### src/hdl/ifb_pkg.sv
// Purpose: Constants and types shared by the interrupt flag bank files
// Assumes: 16-bit flag groups held in the low half of 32-bit APB words
// Notes:   Offsets, bit positions, masks and reset values live here only
package ifb_pkg;

    localparam int unsigned APB_ADDR_W = 12;
    localparam int unsigned GROUP_W    = 16;
    localparam int unsigned NUM_GROUPS = 3;

    // Byte offsets of the APB words
    localparam logic [11:0] OFS_GROUP1  = 12'h000;
    localparam logic [11:0] OFS_GROUP2  = 12'h004;
    localparam logic [11:0] OFS_GROUP3  = 12'h008;
    localparam logic [11:0] OFS_STATUS  = 12'h00c;
    localparam logic [11:0] OFS_MASK    = 12'h010;
    localparam logic [11:0] OFS_PENDING = 12'h014;

    // Group 1 bit positions
    localparam int EXT_IRQ_ONE_FLAG_BIT    = 4;
    localparam int PIN_CHANGE_FLAG_BIT     = 3;
    localparam int COMPARATOR_FLAG_BIT     = 2;
    localparam int I2C_A_MASTER_FLAG_BIT   = 1;
    localparam int I2C_A_SLAVE_FLAG_BIT    = 0;
    // Group 2 bit positions
    localparam int PARALLEL_PORT_FLAG_BIT  = 13;
    localparam int OUT_COMPARE_H_FLAG_BIT  = 12;
    localparam int OUT_COMPARE_G_FLAG_BIT  = 11;
    localparam int OUT_COMPARE_F_FLAG_BIT  = 10;
    localparam int OUT_COMPARE_E_FLAG_BIT  = 9;
    localparam int IN_CAPTURE_F_FLAG_BIT   = 8;
    localparam int IN_CAPTURE_E_FLAG_BIT   = 7;
    localparam int IN_CAPTURE_D_FLAG_BIT   = 6;
    localparam int IN_CAPTURE_C_FLAG_BIT   = 5;
    localparam int SPI_B_EVENT_FLAG_BIT    = 1;
    localparam int SPI_B_FAULT_FLAG_BIT    = 0;
    // Group 3 bit positions
    localparam int CALENDAR_CLOCK_FLAG_BIT = 14;
    localparam int EXT_IRQ_FOUR_FLAG_BIT   = 6;
    localparam int EXT_IRQ_THREE_FLAG_BIT  = 5;
    localparam int I2C_B_MASTER_FLAG_BIT   = 2;
    localparam int I2C_B_SLAVE_FLAG_BIT    = 1;

    // Implemented bits per group, index 0 is group 1
    localparam logic [2:0][15:0] GROUP_IMPL = {16'h4066, 16'h3fe3, 16'h001f};

    localparam logic [15:0] GROUP_RESET  = 16'h0000;
    localparam logic [2:0]  STATUS_RESET = 3'h0;
    localparam logic [2:0]  MASK_RESET   = 3'h0;

    typedef enum logic [2:0] {
        SEL_GROUP1  = 3'b000,
        SEL_GROUP2  = 3'b001,
        SEL_GROUP3  = 3'b010,
        SEL_STATUS  = 3'b011,
        SEL_MASK    = 3'b100,
        SEL_PENDING = 3'b101,
        SEL_NONE    = 3'b111
    } ifb_sel_t;

    typedef enum logic [1:0] {
        PH_IDLE = 2'b00,
        PH_RESP = 2'b01
    } ifb_phase_t;

endpackage : ifb_pkg

### src/hdl/ifb_flag_if.sv
// Purpose: Carries write and set strobes to one flag group and its state back
// Assumes: Single pclk domain
// Notes:   ctrl side drives strobes, bank side holds the flags
`timescale 1ns/1ps
interface ifb_flag_if #(parameter int W = 16);
    logic         wr;
    logic [W-1:0] wmask;
    logic [W-1:0] wdata;
    logic [W-1:0] set;
    logic [W-1:0] q;
    logic [W-1:0] fresh;

    modport bank (input wr, wmask, wdata, set, output q, fresh);
    modport ctrl (output wr, wmask, wdata, set, input q, fresh);
endinterface : ifb_flag_if

### src/hdl/ifb_flag_bank.sv
// Purpose: Interrupt request flag bank for three groups, APB slave
// Assumes: All sources and the bus run on pclk; requests are active high
// Notes:   Two-cycle access phase; flags newly set by a source latch status bits that drive irq through a group mask
//
// Added by the designer: register access over APB and the address map.
`timescale 1ns/1ps

module ifb_flag_bank
    import ifb_pkg::*;
#(
    parameter logic EDGE_MODE = 1'b1
) (
    // Clock and reset
    input  wire logic        pclk,
    input  wire logic        presetn,

    // APB slave
    input  wire logic        psel,
    input  wire logic        penable,
    input  wire logic        pwrite,
    input  wire logic [11:0] paddr,
    input  wire logic [31:0] pwdata,
    input  wire logic [3:0]  pstrb,
    output logic      [31:0] prdata,
    output logic             pready,
    output logic             pslverr,

    // Group 1 sources
    input  wire logic        ext_irq_one_req,
    input  wire logic        pin_change_req,
    input  wire logic        comparator_req,
    input  wire logic        i2c_a_master_req,
    input  wire logic        i2c_a_slave_req,

    // Group 2 sources
    input  wire logic        parallel_port_req,
    input  wire logic        out_compare_h_req,
    input  wire logic        out_compare_g_req,
    input  wire logic        out_compare_f_req,
    input  wire logic        out_compare_e_req,
    input  wire logic        in_capture_f_req,
    input  wire logic        in_capture_e_req,
    input  wire logic        in_capture_d_req,
    input  wire logic        in_capture_c_req,
    input  wire logic        spi_b_event_req,
    input  wire logic        spi_b_fault_req,

    // Group 3 sources
    input  wire logic        calendar_clock_req,
    input  wire logic        ext_irq_four_req,
    input  wire logic        ext_irq_three_req,
    input  wire logic        i2c_b_master_req,
    input  wire logic        i2c_b_slave_req,

    // Flag words toward the vector logic
    output logic      [15:0] irq_flags_group1,
    output logic      [15:0] irq_flags_group2,
    output logic      [15:0] irq_flags_group3,

    // Interrupt
    output logic             irq
);

    typedef struct packed {
        ifb_phase_t  phase;
        logic        pready;
        logic        pslverr;
        logic [31:0] prdata;
        logic [2:0]  status;
        logic [2:0]  mask;
        logic        irq;
    } ifb_main_state_t;

    ifb_main_state_t st_reg;
    ifb_main_state_t st_next;

    // Address to register select
    function automatic ifb_sel_t decode(input logic [11:0] addr);
        case (addr)
            OFS_GROUP1:  decode = SEL_GROUP1;
            OFS_GROUP2:  decode = SEL_GROUP2;
            OFS_GROUP3:  decode = SEL_GROUP3;
            OFS_STATUS:  decode = SEL_STATUS;
            OFS_MASK:    decode = SEL_MASK;
            OFS_PENDING: decode = SEL_PENDING;
            default:     decode = SEL_NONE;
        endcase
    endfunction : decode

    // Any access to an unmapped word, and a write to a read-only word, is an error
    function automatic logic bad_access(input ifb_sel_t s, input logic wr);
        bad_access = (s == SEL_NONE) || (wr && (s == SEL_PENDING));
    endfunction : bad_access

    ifb_sel_t                  sel;
    logic                      commit;
    logic [15:0]               lane_mask;
    logic [2:0][15:0]          src_vec;
    logic [2:0][15:0]          set_vec;
    logic [2:0][15:0]          grp_q;
    logic [2:0]                grp_fresh;
    logic [2:0]                grp_pend;
    logic [2:0]                stat_clr;

    ifb_flag_if #(.W(GROUP_W)) fbus [NUM_GROUPS] ();

    assign sel       = decode(paddr);
    assign lane_mask = {{8{pstrb[1]}}, {8{pstrb[0]}}};

    // The write lands on the edge where pready is seen high
    assign commit = (st_reg.phase == PH_RESP) && psel && penable && pwrite && !st_reg.pslverr;

    // Source routing into the flag words
    always_comb begin
        src_vec = '0;
        src_vec[0][EXT_IRQ_ONE_FLAG_BIT]    = ext_irq_one_req;
        src_vec[0][PIN_CHANGE_FLAG_BIT]     = pin_change_req;
        src_vec[0][COMPARATOR_FLAG_BIT]     = comparator_req;
        src_vec[0][I2C_A_MASTER_FLAG_BIT]   = i2c_a_master_req;
        src_vec[0][I2C_A_SLAVE_FLAG_BIT]    = i2c_a_slave_req;
        src_vec[1][PARALLEL_PORT_FLAG_BIT]  = parallel_port_req;
        src_vec[1][OUT_COMPARE_H_FLAG_BIT]  = out_compare_h_req;
        src_vec[1][OUT_COMPARE_G_FLAG_BIT]  = out_compare_g_req;
        src_vec[1][OUT_COMPARE_F_FLAG_BIT]  = out_compare_f_req;
        src_vec[1][OUT_COMPARE_E_FLAG_BIT]  = out_compare_e_req;
        src_vec[1][IN_CAPTURE_F_FLAG_BIT]   = in_capture_f_req;
        src_vec[1][IN_CAPTURE_E_FLAG_BIT]   = in_capture_e_req;
        src_vec[1][IN_CAPTURE_D_FLAG_BIT]   = in_capture_d_req;
        src_vec[1][IN_CAPTURE_C_FLAG_BIT]   = in_capture_c_req;
        src_vec[1][SPI_B_EVENT_FLAG_BIT]    = spi_b_event_req;
        src_vec[1][SPI_B_FAULT_FLAG_BIT]    = spi_b_fault_req;
        src_vec[2][CALENDAR_CLOCK_FLAG_BIT] = calendar_clock_req;
        src_vec[2][EXT_IRQ_FOUR_FLAG_BIT]   = ext_irq_four_req;
        src_vec[2][EXT_IRQ_THREE_FLAG_BIT]  = ext_irq_three_req;
        src_vec[2][I2C_B_MASTER_FLAG_BIT]   = i2c_b_master_req;
        src_vec[2][I2C_B_SLAVE_FLAG_BIT]    = i2c_b_slave_req;
    end

    genvar g;
    generate
        for (g = 0; g < NUM_GROUPS; g++) begin : gen_group
            ifb_req_edge #(
                .W         (GROUP_W),
                .EDGE_MODE (EDGE_MODE)
            ) u_edge (
                .pclk    (pclk),
                .presetn (presetn),
                .req     (src_vec[g]),
                .set     (set_vec[g])
            );

            assign fbus[g].set   = set_vec[g];
            assign fbus[g].wr    = commit && (sel == ifb_sel_t'(g));
            assign fbus[g].wmask = lane_mask;
            assign fbus[g].wdata = pwdata[15:0];

            ifb_flag_reg #(
                .IMPL  (GROUP_IMPL[g]),
                .RESET (GROUP_RESET)
            ) u_flags (
                .pclk    (pclk),
                .presetn (presetn),
                .fb      (fbus[g])
            );

            assign grp_q[g]     = fbus[g].q;
            assign grp_fresh[g] = |fbus[g].fresh;
            assign grp_pend[g]  = |fbus[g].q;
        end
    endgenerate

    // Status bits cleared by writing ones in the low lane
    assign stat_clr = (commit && sel == SEL_STATUS && pstrb[0]) ? pwdata[2:0] : 3'h0;

    always_comb begin
        st_next = st_reg;

        case (st_reg.phase)
            PH_IDLE: begin
                // Wait one access cycle so read data come from a flop
                if (psel && penable) begin
                    st_next.phase   = PH_RESP;
                    st_next.pready  = 1'b1;
                    st_next.pslverr = bad_access(sel, pwrite);
                    st_next.prdata  = 32'h0000_0000;
                    if (!pwrite) begin
                        case (sel)
                            SEL_GROUP1:  st_next.prdata = {16'h0000, grp_q[0]};
                            SEL_GROUP2:  st_next.prdata = {16'h0000, grp_q[1]};
                            SEL_GROUP3:  st_next.prdata = {16'h0000, grp_q[2]};
                            SEL_STATUS:  st_next.prdata = {29'h0000_0000, st_reg.status};
                            SEL_MASK:    st_next.prdata = {29'h0000_0000, st_reg.mask};
                            SEL_PENDING: st_next.prdata = {29'h0000_0000, grp_pend};
                            default:     st_next.prdata = 32'h0000_0000;
                        endcase
                    end
                end
            end
            PH_RESP: begin
                st_next.phase   = PH_IDLE;
                st_next.pready  = 1'b0;
                st_next.pslverr = 1'b0;
                st_next.prdata  = 32'h0000_0000;
            end
            default: begin
                st_next.phase   = PH_IDLE;
                st_next.pready  = 1'b0;
                st_next.pslverr = 1'b0;
            end
        endcase

        if (commit && sel == SEL_MASK && pstrb[0]) begin
            st_next.mask = pwdata[2:0];
        end

        st_next.status = (st_reg.status & ~stat_clr) | grp_fresh;
        st_next.irq    = |(st_next.status & st_next.mask);
    end

    always_ff @(posedge pclk or negedge presetn) begin
        if (!presetn) begin
            st_reg <= '{
                phase:   PH_IDLE,
                pready:  1'b0,
                pslverr: 1'b0,
                prdata:  32'h0000_0000,
                status:  STATUS_RESET,
                mask:    MASK_RESET,
                irq:     1'b0
            };
        end else begin
            st_reg <= st_next;
        end
    end

    assign prdata           = st_reg.prdata;
    assign pready           = st_reg.pready;
    assign pslverr          = st_reg.pslverr;
    assign irq              = st_reg.irq;
    assign irq_flags_group1 = grp_q[0];
    assign irq_flags_group2 = grp_q[1];
    assign irq_flags_group3 = grp_q[2];

endmodule : ifb_flag_bank

### src/hdl/ifb_flag_reg.sv
// Purpose: One group of sticky, software-writable interrupt flags
// Assumes: Strobes from ifb_flag_if are synchronous to pclk
// Notes:   Unimplemented bits are never stored and read as zero
`timescale 1ns/1ps
module ifb_flag_reg
    import ifb_pkg::*;
#(
    parameter logic [15:0] IMPL  = 16'hffff,
    parameter logic [15:0] RESET = GROUP_RESET
) (
    // Clock and reset
    input  wire logic pclk,
    input  wire logic presetn,
    // Flag group
    ifb_flag_if.bank  fb
);
    typedef struct packed {
        logic [15:0] q;
    } ifb_flag_state_t;

    ifb_flag_state_t st_reg;
    ifb_flag_state_t st_next;
    logic [15:0]     written;

    always_comb begin
        st_next = st_reg;
        written = st_reg.q;
        if (fb.wr) begin
            written = (st_reg.q & ~fb.wmask) | (fb.wdata & fb.wmask);
        end
        st_next.q = (written | fb.set) & IMPL;
    end

    always_ff @(posedge pclk or negedge presetn) begin
        if (!presetn) begin
            st_reg <= '{q: RESET};
        end else begin
            st_reg <= st_next;
        end
    end

    assign fb.q     = st_reg.q & IMPL;
    assign fb.fresh = fb.set & ~st_reg.q & IMPL;
endmodule : ifb_flag_reg

### src/hdl/ifb_req_edge.sv
// Purpose: Turns peripheral request lines into set strobes, one cycle long in edge mode and level pass-through otherwise
// Assumes: Requests are synchronous to pclk
// Notes:   Edge mode keeps a held request from overriding a software clear
`timescale 1ns/1ps
module ifb_req_edge
    import ifb_pkg::*;
#(
    parameter int   W         = 16,
    parameter logic EDGE_MODE = 1'b1
) (
    // Clock and reset
    input  wire logic         pclk,
    input  wire logic         presetn,
    // Requests in, strobes out
    input  wire logic [W-1:0] req,
    output logic      [W-1:0] set
);
    typedef struct packed {
        logic [W-1:0] req_q;
    } ifb_edge_state_t;

    ifb_edge_state_t st_reg;
    ifb_edge_state_t st_next;

    always_comb begin
        st_next       = st_reg;
        st_next.req_q = req;
    end

    always_ff @(posedge pclk or negedge presetn) begin
        if (!presetn) begin
            st_reg <= '0;
        end else begin
            st_reg <= st_next;
        end
    end

    assign set = EDGE_MODE ? (req & ~st_reg.req_q) : req;
endmodule : ifb_req_edge

### config.mk
export PLATFORM = sky130hd
export DESIGN_NAME = ifb_flag_bank
export DESIGN_NICKNAME = d
export VERILOG_FILES = /design/src/hdl/ifb_pkg.sv /design/src/hdl/ifb_flag_if.sv /design/src/hdl/ifb_flag_bank.sv /design/src/hdl/ifb_flag_reg.sv /design/src/hdl/ifb_req_edge.sv
export SDC_FILE = /design/constraint.sdc
export NUM_CORES = 1
export LEC_CHECK = 0
export BUFFER_PORTS_ARGS = -buffer_cell sky130_fd_sc_hd__buf_2
export CAP_MARGIN = 20
export CORE_ASPECT_RATIO = 1.2
export CORE_MARGIN = 2
export CORE_UTILIZATION = 43
export DETAILED_ROUTE_END_ITERATION = 8
export PLACE_DENSITY = 0.77
export SLEW_MARGIN = 10
export SYNTH_ARGS = -nofsm -noshare
export SYNTH_HDL_FRONTEND = slang
export SYNTH_SLANG_ARGS = --single-unit
### constraint.sdc
create_clock -name pclk -period 1.7 [get_ports pclk]
set_input_delay 0.34 -clock pclk [delete_from_list [all_inputs] [get_ports pclk]]
set_output_delay 0.34 -clock pclk [all_outputs]
set_load 0.01 [all_outputs]
Word-level counts from Yosys, hierarchy flattened
Cells that the tools add are included.

word-level totals
  input bits = 74
  register bits after elaboration = 85

cells by class
  eq/ne operators = 13
  reduce and logical (&&, ||, !) cells = 27
  bitwise operators = 27
  muxes and demuxes = 11

operators by type and width
  kind                   count
  $pmux W15 S6           1
  $pmux W32 S2           1
  $and A15 B15 Y15       4
  $not A15 Y15           3
  $and A14 B14 Y14       3
  $mux W36               1
  $mux W32               1
  $or A15 B15 Y15        2
  $not A14 Y14           2
  $or A14 B14 Y14        2
  $eq A12 B4 Y1 const B  2
  $eq A12 B5 Y1 const B  2
  $reduce_or A11 Y1      2
  $reduce_or A5 Y1       4
  $pmux W3 S6            1
  $and A5 B5 Y5          3
  $mux W15               1
  $mux W14               1
  $logic_and A1 B1 Y1    13
  $eq A12 B3 Y1 const B  1
  $logic_not A12 Y1      1
  $not A5 Y5             2
  $or A5 B5 Y5           2
  $eq A3 B3 Y1 const B   3
  other kinds (17)       20

Longest topological paths before layout
Gate-level depths: netlist of the first run.

  word-level depth = 13
  depth in mapped cells = 11
  mapped depth without buffers = 9

Cells and area by module
Synthesis of the first run repeated with hierarchy kept, for this count alone.

second synthesis, totals
  cell total of the unflattened synthesis = 486
  area total of the unflattened synthesis = 5398.9 um^2

by module, submodules not included
  module                                area each (um^2)  cells an instance  times used  seq. area each (um^2)
  ifb_flag_bank                         2045.7            245                1           625.6
  ifb_req_edge                          620.6             32                 3           400.4
  ifb_flag_reg at gen_group[1].u_flags  628.1             57                 1           275.3
  ifb_flag_reg at gen_group[0].u_flags  435.4             44                 1           125.1
  ifb_flag_reg at gen_group[2].u_flags  427.9             44                 1           125.1

Worst setup path after synthesis of the first run
No wires, ideal clock.

  path type = input to register
  from = input port paddr[3]
  to = register gen_group[2].u_flags.st_reg[14] (netlist name)
  data required time = 1.580 ns
  path slack = -0.757 ns
  path buffers = 2
  arrival time = 2.337 ns
  cell stages on the path = 10
  cells stage by stage = clkbuf_1 nor4b_1 and4b_1 inv_1 ha_1 clkbuf_1 or2_1 nor4_1 mux2i_1 nand2_1

RTL lines
  element               RTL line             RTL
  from (decl)           ifb_flag_bank.sv:21  input wire logic [11:0] paddr,
  to (signal assigned)  ifb_flag_reg.sv:36   st_reg <= '{q: RESET};
  to (signal assigned)  ifb_flag_reg.sv:38   st_reg <= st_next;
  to (decl)             ifb_flag_reg.sv:21   ifb_flag_state_t st_reg;

Final worst setup path of the first run
  from = input port paddr[0]
  to = register st_reg, in the netlist prdata[0]

on the way
  cells in the longest elaborated chain, start to end = 7
  elaborated cells between the ends (all ways) = 17
  those cells by class = eq/ne (10); mux (5); reduce/logical (2)

ends and longest elaborated chain
  element                                RTL line              RTL
  $eq A12 B5 Y1 (tied with other cells)  ifb_flag_bank.sv:79   case (addr)
  $pmux W3 S6 *                          ifb_flag_bank.sv:79
  $eq A3 B3 Y1 (tied with other cells)   ifb_flag_bank.sv:187  case (sel)
  $pmux W15 S6 *                         ifb_flag_bank.sv:187
  $mux W32 *                             ifb_flag_bank.sv:186  if (!pwrite) begin
  $mux W36 *                             ifb_flag_bank.sv:181  if (psel && penable) begin
  $pmux W32 S2 *                         ifb_flag_bank.sv:178  case (st_reg.phase)
  to (signal assigned)                   ifb_flag_bank.sv:222  st_reg <= '{
  to (signal assigned)                   ifb_flag_bank.sv:232  st_reg <= st_next;
  to (decl)                              ifb_flag_bank.sv:74   ifb_main_state_t st_reg;

Mark *: on every way between the ends. The rest lies on a longest branch, timed or not. The select of a mux whose other input is x is not followed.
A chain may end at the register's enable or synchronous reset.

==> results.cfg, run 1 <==
[outcome]
status = finished, violations left
violations = negative setup slack

[synthesis]
synth_area_sq_um = 3510
yosysUniqueCellTypes = 54
synth-seq-area-share = 0.470
syn-mean-instance-area_sq_um = 10.1
synthArstFlopShare = 1.00
synth_ff_type = dfrtp_1
synthCells = 346
synth_edf_count = 0
synth-seq-cells = 66
yosys_warnings = 0

[cells_and_area]
nFillCells = 678
final_common_cell = buf_2
syn2layout_area_growth_pct = 30.3
multi_input_area_sq_um = 1630
diodes = 0
seqCellArea_sq_um = 1650
post-route-util = 0.571
layout-drive-gt1-share = 0.398
mostFrequentLayoutCells = 91 x buf_2, 66 x dfrtp_1, 44 x conb_1
finish.net_count = 550

[clock_tree]
root_buffer = clkbuf_8
cts.sinks = 66
cts-buffers-inserted = 9
clock_latency_ps = 360
htreeDepth = 3
cts.path.max_buffers = 2
cts_tree = built
path_clk_slew_ps = 70

[sta]
finalClockSkew_ps = 7.84
rsz0062_at_grt = true
worst_pin_slew_ps = 508
maxSlewViolCount = 0
setup_ws_ps = -290
slew_headroom = 0.659
hold_viol = 0
max_freq_mhz = 502
setup_violations = 20
post-route-min-period_ps = 1990
min_period_over_period = 1.17

[floorplan]
core-area_sq_um = 8020
die_area_sq_um = 8910
start_util = 0.438
std_cell_rows = 36
die_y_microns = 103
io_pins = 157
die_w_microns = 86.5

[place]
dp_hpwl_microns = 6790
numPortBuffers = 93
pre_cts_ws_ps = -732
gp_congestion = 0.906

[setup_path]
worst_r2r_endpoint = irq
endpoint_kind = flip-flop
crit_start = paddr[0]
start_kind = input port
cp_data_required_time_ps = 1980
worstPathMaxFanout = 5
r2r-start = pslverr
r2r_slack_ps = -80
worstPathArrival_ps = 2270
crit_type = in2reg
reg2reg_depth = 6
crit_path_end = prdata[0]

[grt]
grt_max_degree = 67
grt_pass1_vias = 2960
grtUsageTotal = 0.207
antenna_found_initial = 0
overflow = 0
grt_pass1_wl_microns = 14000

[min_path]
min_path_type = in2reg
worstHoldPathCells = 1

[routing]
routedWlPerCell_microns = 15.8
drc = 0
vias = 3019
vias_per_cell = 5.25
drt_wl_total_microns = 9080
drtPass1Iterations = 4
drt.antenna.violating_nets = 0
drt_iter0_markers = 299

[pwr]
p_per_area_nw_per_um2 = 712
peakVddDrop_mv = 0.524
cellLeakagePower_nw = 2.14

[run]
drv_cap = 0
## stage by stage
stage	power [W]	cells	instance area, sq um	hold slack (ps)	setup TNS [ps]
2_1_floorplan	0.00183	389	3710	44.4	-12350
3_3_place_gp	0.00193	552	4140	376	-16060
3_5_place_dp	0.00193	552	4140	378	-18570
4_1_cts	0.00328	573	4480	80.3	-1720
5_1_grt	0.00338	575	4580	86.5	-5230
6_report	0.00326	575	4580	93.4	-3340
## area by class of cell
| cell class | count | share of cell area |
|---|---|---|
| Clock buffer | 10 | 0.0301 |
| Multi-Input combinational cell | 233 | 0.357 |
| Tap cell | 95 | 0.0260 |
| Clock inverter | 6 | 0.0142 |
| Timing Repair Buffer | 141 | 0.193 |
| Inverter | 24 | 0.0197 |
| Sequential cell | 66 | 0.361 |
## worst min-delay path by stage
stage,startpoint,endpoint,slack (ps)
5_1_grt,in_capture_d_req,gen_group[1].u_edge.st_reg[6],90
6_report,in_capture_d_req,gen_group[1].u_edge.st_reg[6],90
3_5_place_dp,presetn,gen_group[0].u_edge.st_reg[3],380
3_3_place_gp,presetn,gen_group[0].u_edge.st_reg[3],380
4_1_cts,in_capture_d_req,gen_group[1].u_edge.st_reg[6],80
2_1_floorplan,presetn,gen_group[0].u_edge.st_reg[0],40
## synth_stat cells, drive strengths merged, types with 5 or more instances
master / instances / share of area
nor3: 10 / 0.017
nand2b: 11 / 0.020
a21oi: 6 / 0.0086
inv: 24 / 0.026
nor4: 9 / 0.029
nor3b: 11 / 0.024
mux2i: 18 / 0.051
clkbuf: 5 / 0.0053
nand2: 19 / 0.020
nand4: 5 / 0.0089
nor2: 13 / 0.014
dfrtp: 66 / 0.47
nand3: 6 / 0.012
o21ai: 28 / 0.040
a22o: 7 / 0.017
buf: 61 / 0.13
## cells by family (layout without fill, tap and decap cells)
group / count (synthesis) / in the layout / synth area share
AND/OR/NAND/NOR: 102 / 102 / 0.185
flip-flops: 66 / 66 / 0.470
other: 1 / 44 / 0.00107
AO/OA/AOI/OAI: 68 / 68 / 0.129
adder cells (fa/ha/maj): 1 / 1 / 0.00356
buffers and inverters: 90 / 181 / 0.160
multiplexers: 18 / 18 / 0.0513
## what timing repair did
action	4_1_cts	5_1_grt
pin swaps	18	14
resized for setup	30	18
setup buffers	4	2
setup endpoints to repair	31	33
endpoints found under the hold margin	63	0
hold buffers	1	0
## worst max-delay path: stages
cell      delay (ps)
buf_6            100
nor4_4           340
and4b_1          310
inv_2             70
ha_4             180
buf_4            140
nor4bb_2         260
a31oi_1          100
nor3_1           210
a221oi_1          90
o21ai_1          130
## layer usage
layer / wire length (microns) / part of all wire / track usage
met4: 403 / 0.044 / 0.156
met5: 0 / 0 / 0
met3: 560 / 0.062 / 0.0416
met1: 3610 / 0.40 / 0.243
met2: 4510 / 0.50 / 0.335
## report_power, final
group / leakage (nW) / internal (W) / switching [W] / total [W]
clock: 0.103 / 0.000718 / 0.000618 / 0.00134
sequential: 0.746 / 0.00160 / 0.0000123 / 0.00161
combinational: 1.29 / 0.000115 / 0.000197 / 0.000312
total: 2.14 / 0.00243 / 0.000828 / 0.00326
(Power assumes the default switching activity.)
==> run 2, diff against run 1 <==
- CORE_UTILIZATION: 43 -> 50
- PLACE_DENSITY: 0.77 -> 0.84
- clock period: 1.7 -> 2.4 ns (I/O delays scaled with it)
==> results.cfg, run 2 (same netlist as run 1, synthesis figures left out) <==
[setup_path]
r2r_slack_ps = 540
worstPathArrival_ps = 2440
cp_data_required_time_ps = 2610
reg2reg_depth = 6
start_kind = input port
worst_r2r_endpoint = gen_group[1].u_flags.st_reg[6]
worstPathMaxFanout = 5
path_cells = buf_2 -> nor4_4 -> and4b_1 -> inv_1 -> ha_2 -> nor2b_1 -> nand4_1 -> a211oi_1 -> o221ai_1
slowest_stage = a211oi_1
cp_num_buf_inv = 2
r2r-start = pready
endpoint_kind = flip-flop
cp_top_family = simple AND/OR/NAND/NOR gates
crit_type = in2reg
crit_path_max_incr_delay_ps = 420

[sta]
worst_pin_slew_ps = 808
post-route-min-period_ps = 2230
hold_viol = 0
slew_headroom = 0.461
rsz0062_at_grt = false
setup_violations = 0
max_freq_mhz = 449
min_period_over_period = 0.929
finalClockSkew_ps = 10.8
hold_ws_ps = 237
maxSlewViolCount = 0

[routing]
drc = 0
drt.antenna.violating_nets = 0
routed.top_layer = met4
routedWlPerCell_microns = 15.6
wl_met2_microns = 4300
dr_wl_met3_microns = 624
drt_iter0_markers = 286
met1Wirelength_microns = 3270
vias = 2967
vias_per_cell = 5.44
drtPass1Iterations = 6
drt_wl_total_microns = 8510

[place]
numPortBuffers = 93
dp_hpwl_microns = 6470
gp_congestion = 0.954
dp_cells = 527

[grt]
grtUsageTotal = 0.235
grt_max_degree = 67
grt_pass1_wl_microns = 13400
antenna_found_initial = 0
grt_pass1_vias = 2848
overflow = 0

[clock_tree]
cts.path.max_buffers = 2
hold_buffers = 0
root_buffer = clkbuf_8
path_clk_slew_ps = 70
cts.sinks = 66
htreeDepth = 3
clock_latency_ps = 360
cts-buffers-inserted = 9
cts_tree = built

[cells_and_area]
layout-drive-gt1-share = 0.312
finish.net_count = 528
post-route-util = 0.615
diodes = 0
final_common_cell = buf_2
mostFrequentLayoutCells = 93 x buf_2, 66 x dfrtp_1, 44 x conb_1
syn2layout_area_growth_pct = 19.2
finalNonFillerCells = 545

[outcome]
status = complete, no violations

[pwr]
p_int_w = 0.00174
p_per_area_nw_per_um2 = 545
power_frac_seq = 0.502
cellLeakagePower_nw = 1.99
power.clock.fraction = 0.414
p_comb_frac = 0.084
switching_power_w = 0.000544
peakVddDrop_mv = 0.360
finalPower_w = 0.00228
swShare = 0.239

[floorplan]
std_cell_rows = 33
die_area_sq_um = 7710
die_y_microns = 95.8
core-area_sq_um = 6810
die_w_microns = 80.5
start_util = 0.515
io_pins = 157

[min_path]
min_from = ext_irq_one_req
worstHoldPathCells = 1
min_to = gen_group[0].u_edge.st_reg[4]
min_path_type = in2reg

[run]
drv_cap = 0
run 2: how the worst max path moves through the flow:
stage	from	end	slack (ps)	depth (start not counted)
floorplan	paddr[6]	irq	-130	9
global placement	paddr[6]	irq	-200	9
detailed placement	paddr[6]	irq	-300	9
CTS	paddr[6]	irq	60	9
global route	paddr[1]	prdata[2]	80	11
finish	paddr[1]	irq	170	9
run 2: metal layers:
| layer | up-vias | GRT usage |
|---|---|---|
| li1 | 1350 | - |
| met2 | 161 | 0.397 |
| met4 | 0 | 0.134 |
| met5 | - | 0 |
| met3 | 32 | 0.0497 |
| met1 | 1424 | 0.279 |
run 2: layout make-up:
| cell class | count | area [sq um] |
|---|---|---|
| fillers | 577 | 2630 |
| flip-flops and latches | 66 | 1650 |
| multi-input cells | 233 | 1480 |
| repair buffers | 119 | 661 |
| clock buffers | 14 | 163 |
| well taps | 87 | 109 |
| inverters | 24 | 90.1 |
| clock inverters | 2 | 35.0 |
run 2: what timing repair did:
action,CTS,global route
setup endpoints to repair,0,7
setup buffers,0,2
gates resized for setup,0,0
run 2: power groups by stage:
| stage | registers [W] | clock network [W] | logic [W] |
|---|---|---|---|
| 6_report | 0.00114 | 0.000944 | 0.000192 |
| 2_1_floorplan | 0.00116 | 0 | 0.000133 |
| 5_1_grt | 0.00115 | 0.000998 | 0.000218 |
| 3_5_place_dp | 0.00116 | 0 | 0.000190 |
| 4_1_cts | 0.00114 | 0.000954 | 0.000190 |
| 3_3_place_gp | 0.00116 | 0 | 0.000184 |
run 2: stage by stage:
stage	setup TNS, ps	setup WS, ps	instance area [sq um]
global placement	-2550	-202	3970
detailed placement	-3600	-297	3970
global route	0	75.6	4190
floorplan	-296	-127	3700
CTS	0	62.3	4170
finish	0	171	4190
==> run 3, diff against run 2 <==
- PLACE_DENSITY: 0.84 -> unset
- PLACE_DENSITY_LB_ADDON: unset -> 0.12
==> results.cfg, run 3 (same netlist as run 1, synthesis figures left out) <==
[clock_tree]
cts.sinks = 66
cts-buffers-inserted = 9
clock_latency_ps = 350
cts_tree = built
cts.path.max_buffers = 2
root_buffer = clkbuf_8
htreeDepth = 3
path_clk_slew_ps = 70

[sta]
hold_viol = 0
rsz0062_at_grt = false
setup_violations = 0
setup_ws_ps = 179
maxSlewViolCount = 0
post-route-min-period_ps = 2220
finalClockSkew_ps = 11.0
slew_headroom = 0.649
max_freq_mhz = 450
min_period_over_period = 0.925
worst_pin_slew_ps = 513

[grt]
met2_usage = 0.336
grt_pass1_vias = 2578
gr-max-usage-layer = met2
overflow = 0
antenna_found_initial = 0
grt.met1_usage = 0.290
grt_max_degree = 26
grtUsageTotal = 0.216
grt_pass1_wl_microns = 12500
grt.met3_usage = 0.0356

[setup_path]
cp_data_required_time_ps = 2630
crit_type = in2reg
crit_start = paddr[1]
endpoint_kind = flip-flop
r2r-start = pslverr
worstPathArrival_ps = 2450
worstPathMaxFanout = 5
start_kind = input port

[min_path]
min_path_type = in2async

[floorplan]
die_w_microns = 80.5
start_util = 0.515
die_y_microns = 95.8
std_cell_rows = 33
core-area_sq_um = 6810
io_pins = 157
die_area_sq_um = 7710

[pwr]
p_per_area_nw_per_um2 = 534
peakVddDrop_mv = 0.427
finalPower_w = 0.00224
cellLeakagePower_nw = 1.99

[outcome]
status = complete, no violations

[routing]
drt_iter0_markers = 153
routedWlPerCell_microns = 14.6
drtPass1Iterations = 4
drt_wl_total_microns = 7950
vias = 2809
vias_per_cell = 5.15
drc = 0
drt.antenna.violating_nets = 0

[cells_and_area]
layout-drive-gt1-share = 0.321
syn2layout_area_growth_pct = 19.3
nFillCells = 601
final_common_cell = buf_2
multi_input_area_sq_um = 1480
seqCellArea_sq_um = 1650
mostFrequentLayoutCells = 93 x buf_2, 66 x dfrtp_1, 44 x conb_1
finish.net_count = 528
post-route-util = 0.615
diodes = 0

[place]
gp_congestion = 0.894
dp_hpwl_microns = 6240
pre_cts_ws_ps = -264
numPortBuffers = 93

[run]
drv_cap = 0
-- run 3: cell types whose count changed in the layout (fill, tap and decap cells not counted), sizes merged --
cell,change
clkinv,+4
clkinvlp,+1
clkbuf,-5
-- run 3: final cells by class --
class	count	share of cell area
Sequential cell	66	0.394
Multi-Input combinational cell	233	0.354
Timing Repair Buffer	119	0.158
Clock buffer	9	0.0296
Tap cell	87	0.0260
Inverter	24	0.0215
Clock inverter	7	0.0167
-- run 3: timing repair --
| item | in CTS | in global routing |
|---|---|---|
| setup endpoints to repair | 0 | 12 |
| hold buffers | 0 | 0 |
| gates resized for setup | 0 | 2 |
| hold endpoints to repair | 0 | 0 |
| setup buffers | 0 | 1 |
-- run 3: worst paths after layout --
kind / endpoint / slack [ps] / cells past startpoint
max in group asynchronous: gen_group[1].u_edge.st_reg[0] / 1640 / 2
worst max register to register: gen_group[1].u_flags.st_reg[0] / 550 / 6
worst max-delay path: gen_group[2].u_flags.st_reg[14] / 180 / 9
min in group pclk: gen_group[1].u_edge.st_reg[13] / 250 / 1
worst min-delay path: gen_group[0].u_edge.st_reg[4] / 70 / 1
worst min register to register: gen_group[2].u_flags.st_reg[2] / 450 / 1
-- run 3: stage by stage --
step | hold WS [ps] | std cells | setup TNS [ps] | cell area [sq um]
2_1_floorplan | 184 | 389 | -296 | 3700
3_3_place_gp | 420 | 528 | -3690 | 3980
3_5_place_dp | 432 | 528 | -4110 | 3980
4_1_cts | 70.1 | 544 | 0 | 4180
5_1_grt | 101 | 545 | 0 | 4190
6_report | 72.6 | 545 | 0 | 4190
-- run 3: routing by layer --
metal | vias to the layer above | share of wire
met5 | - | 0
met4 | 0 | 0.027
met3 | 16 | 0.055
met2 | 101 | 0.48
met1 | 1349 | 0.44
li1 | 1343 | -
-- run 3: where the power goes --
part	total, W	leakage, nW	switching [W]	internal [W]
registers	0.00114	0.746	0.00000925	0.00113
clock network	0.000904	0.0990	0.000428	0.000477
logic	0.000191	1.14	0.000125	0.0000658
total	0.00224	1.99	0.000562	0.00167
-- run 3: worst max-delay path, stage by stage --
cell     delay [ps]
buf_2           110
nor4_4          390
and4b_1         270
inv_1            50
ha_2            200
or2_4           290
nor4_2          370
mux2i_1         230
nand2_1          60
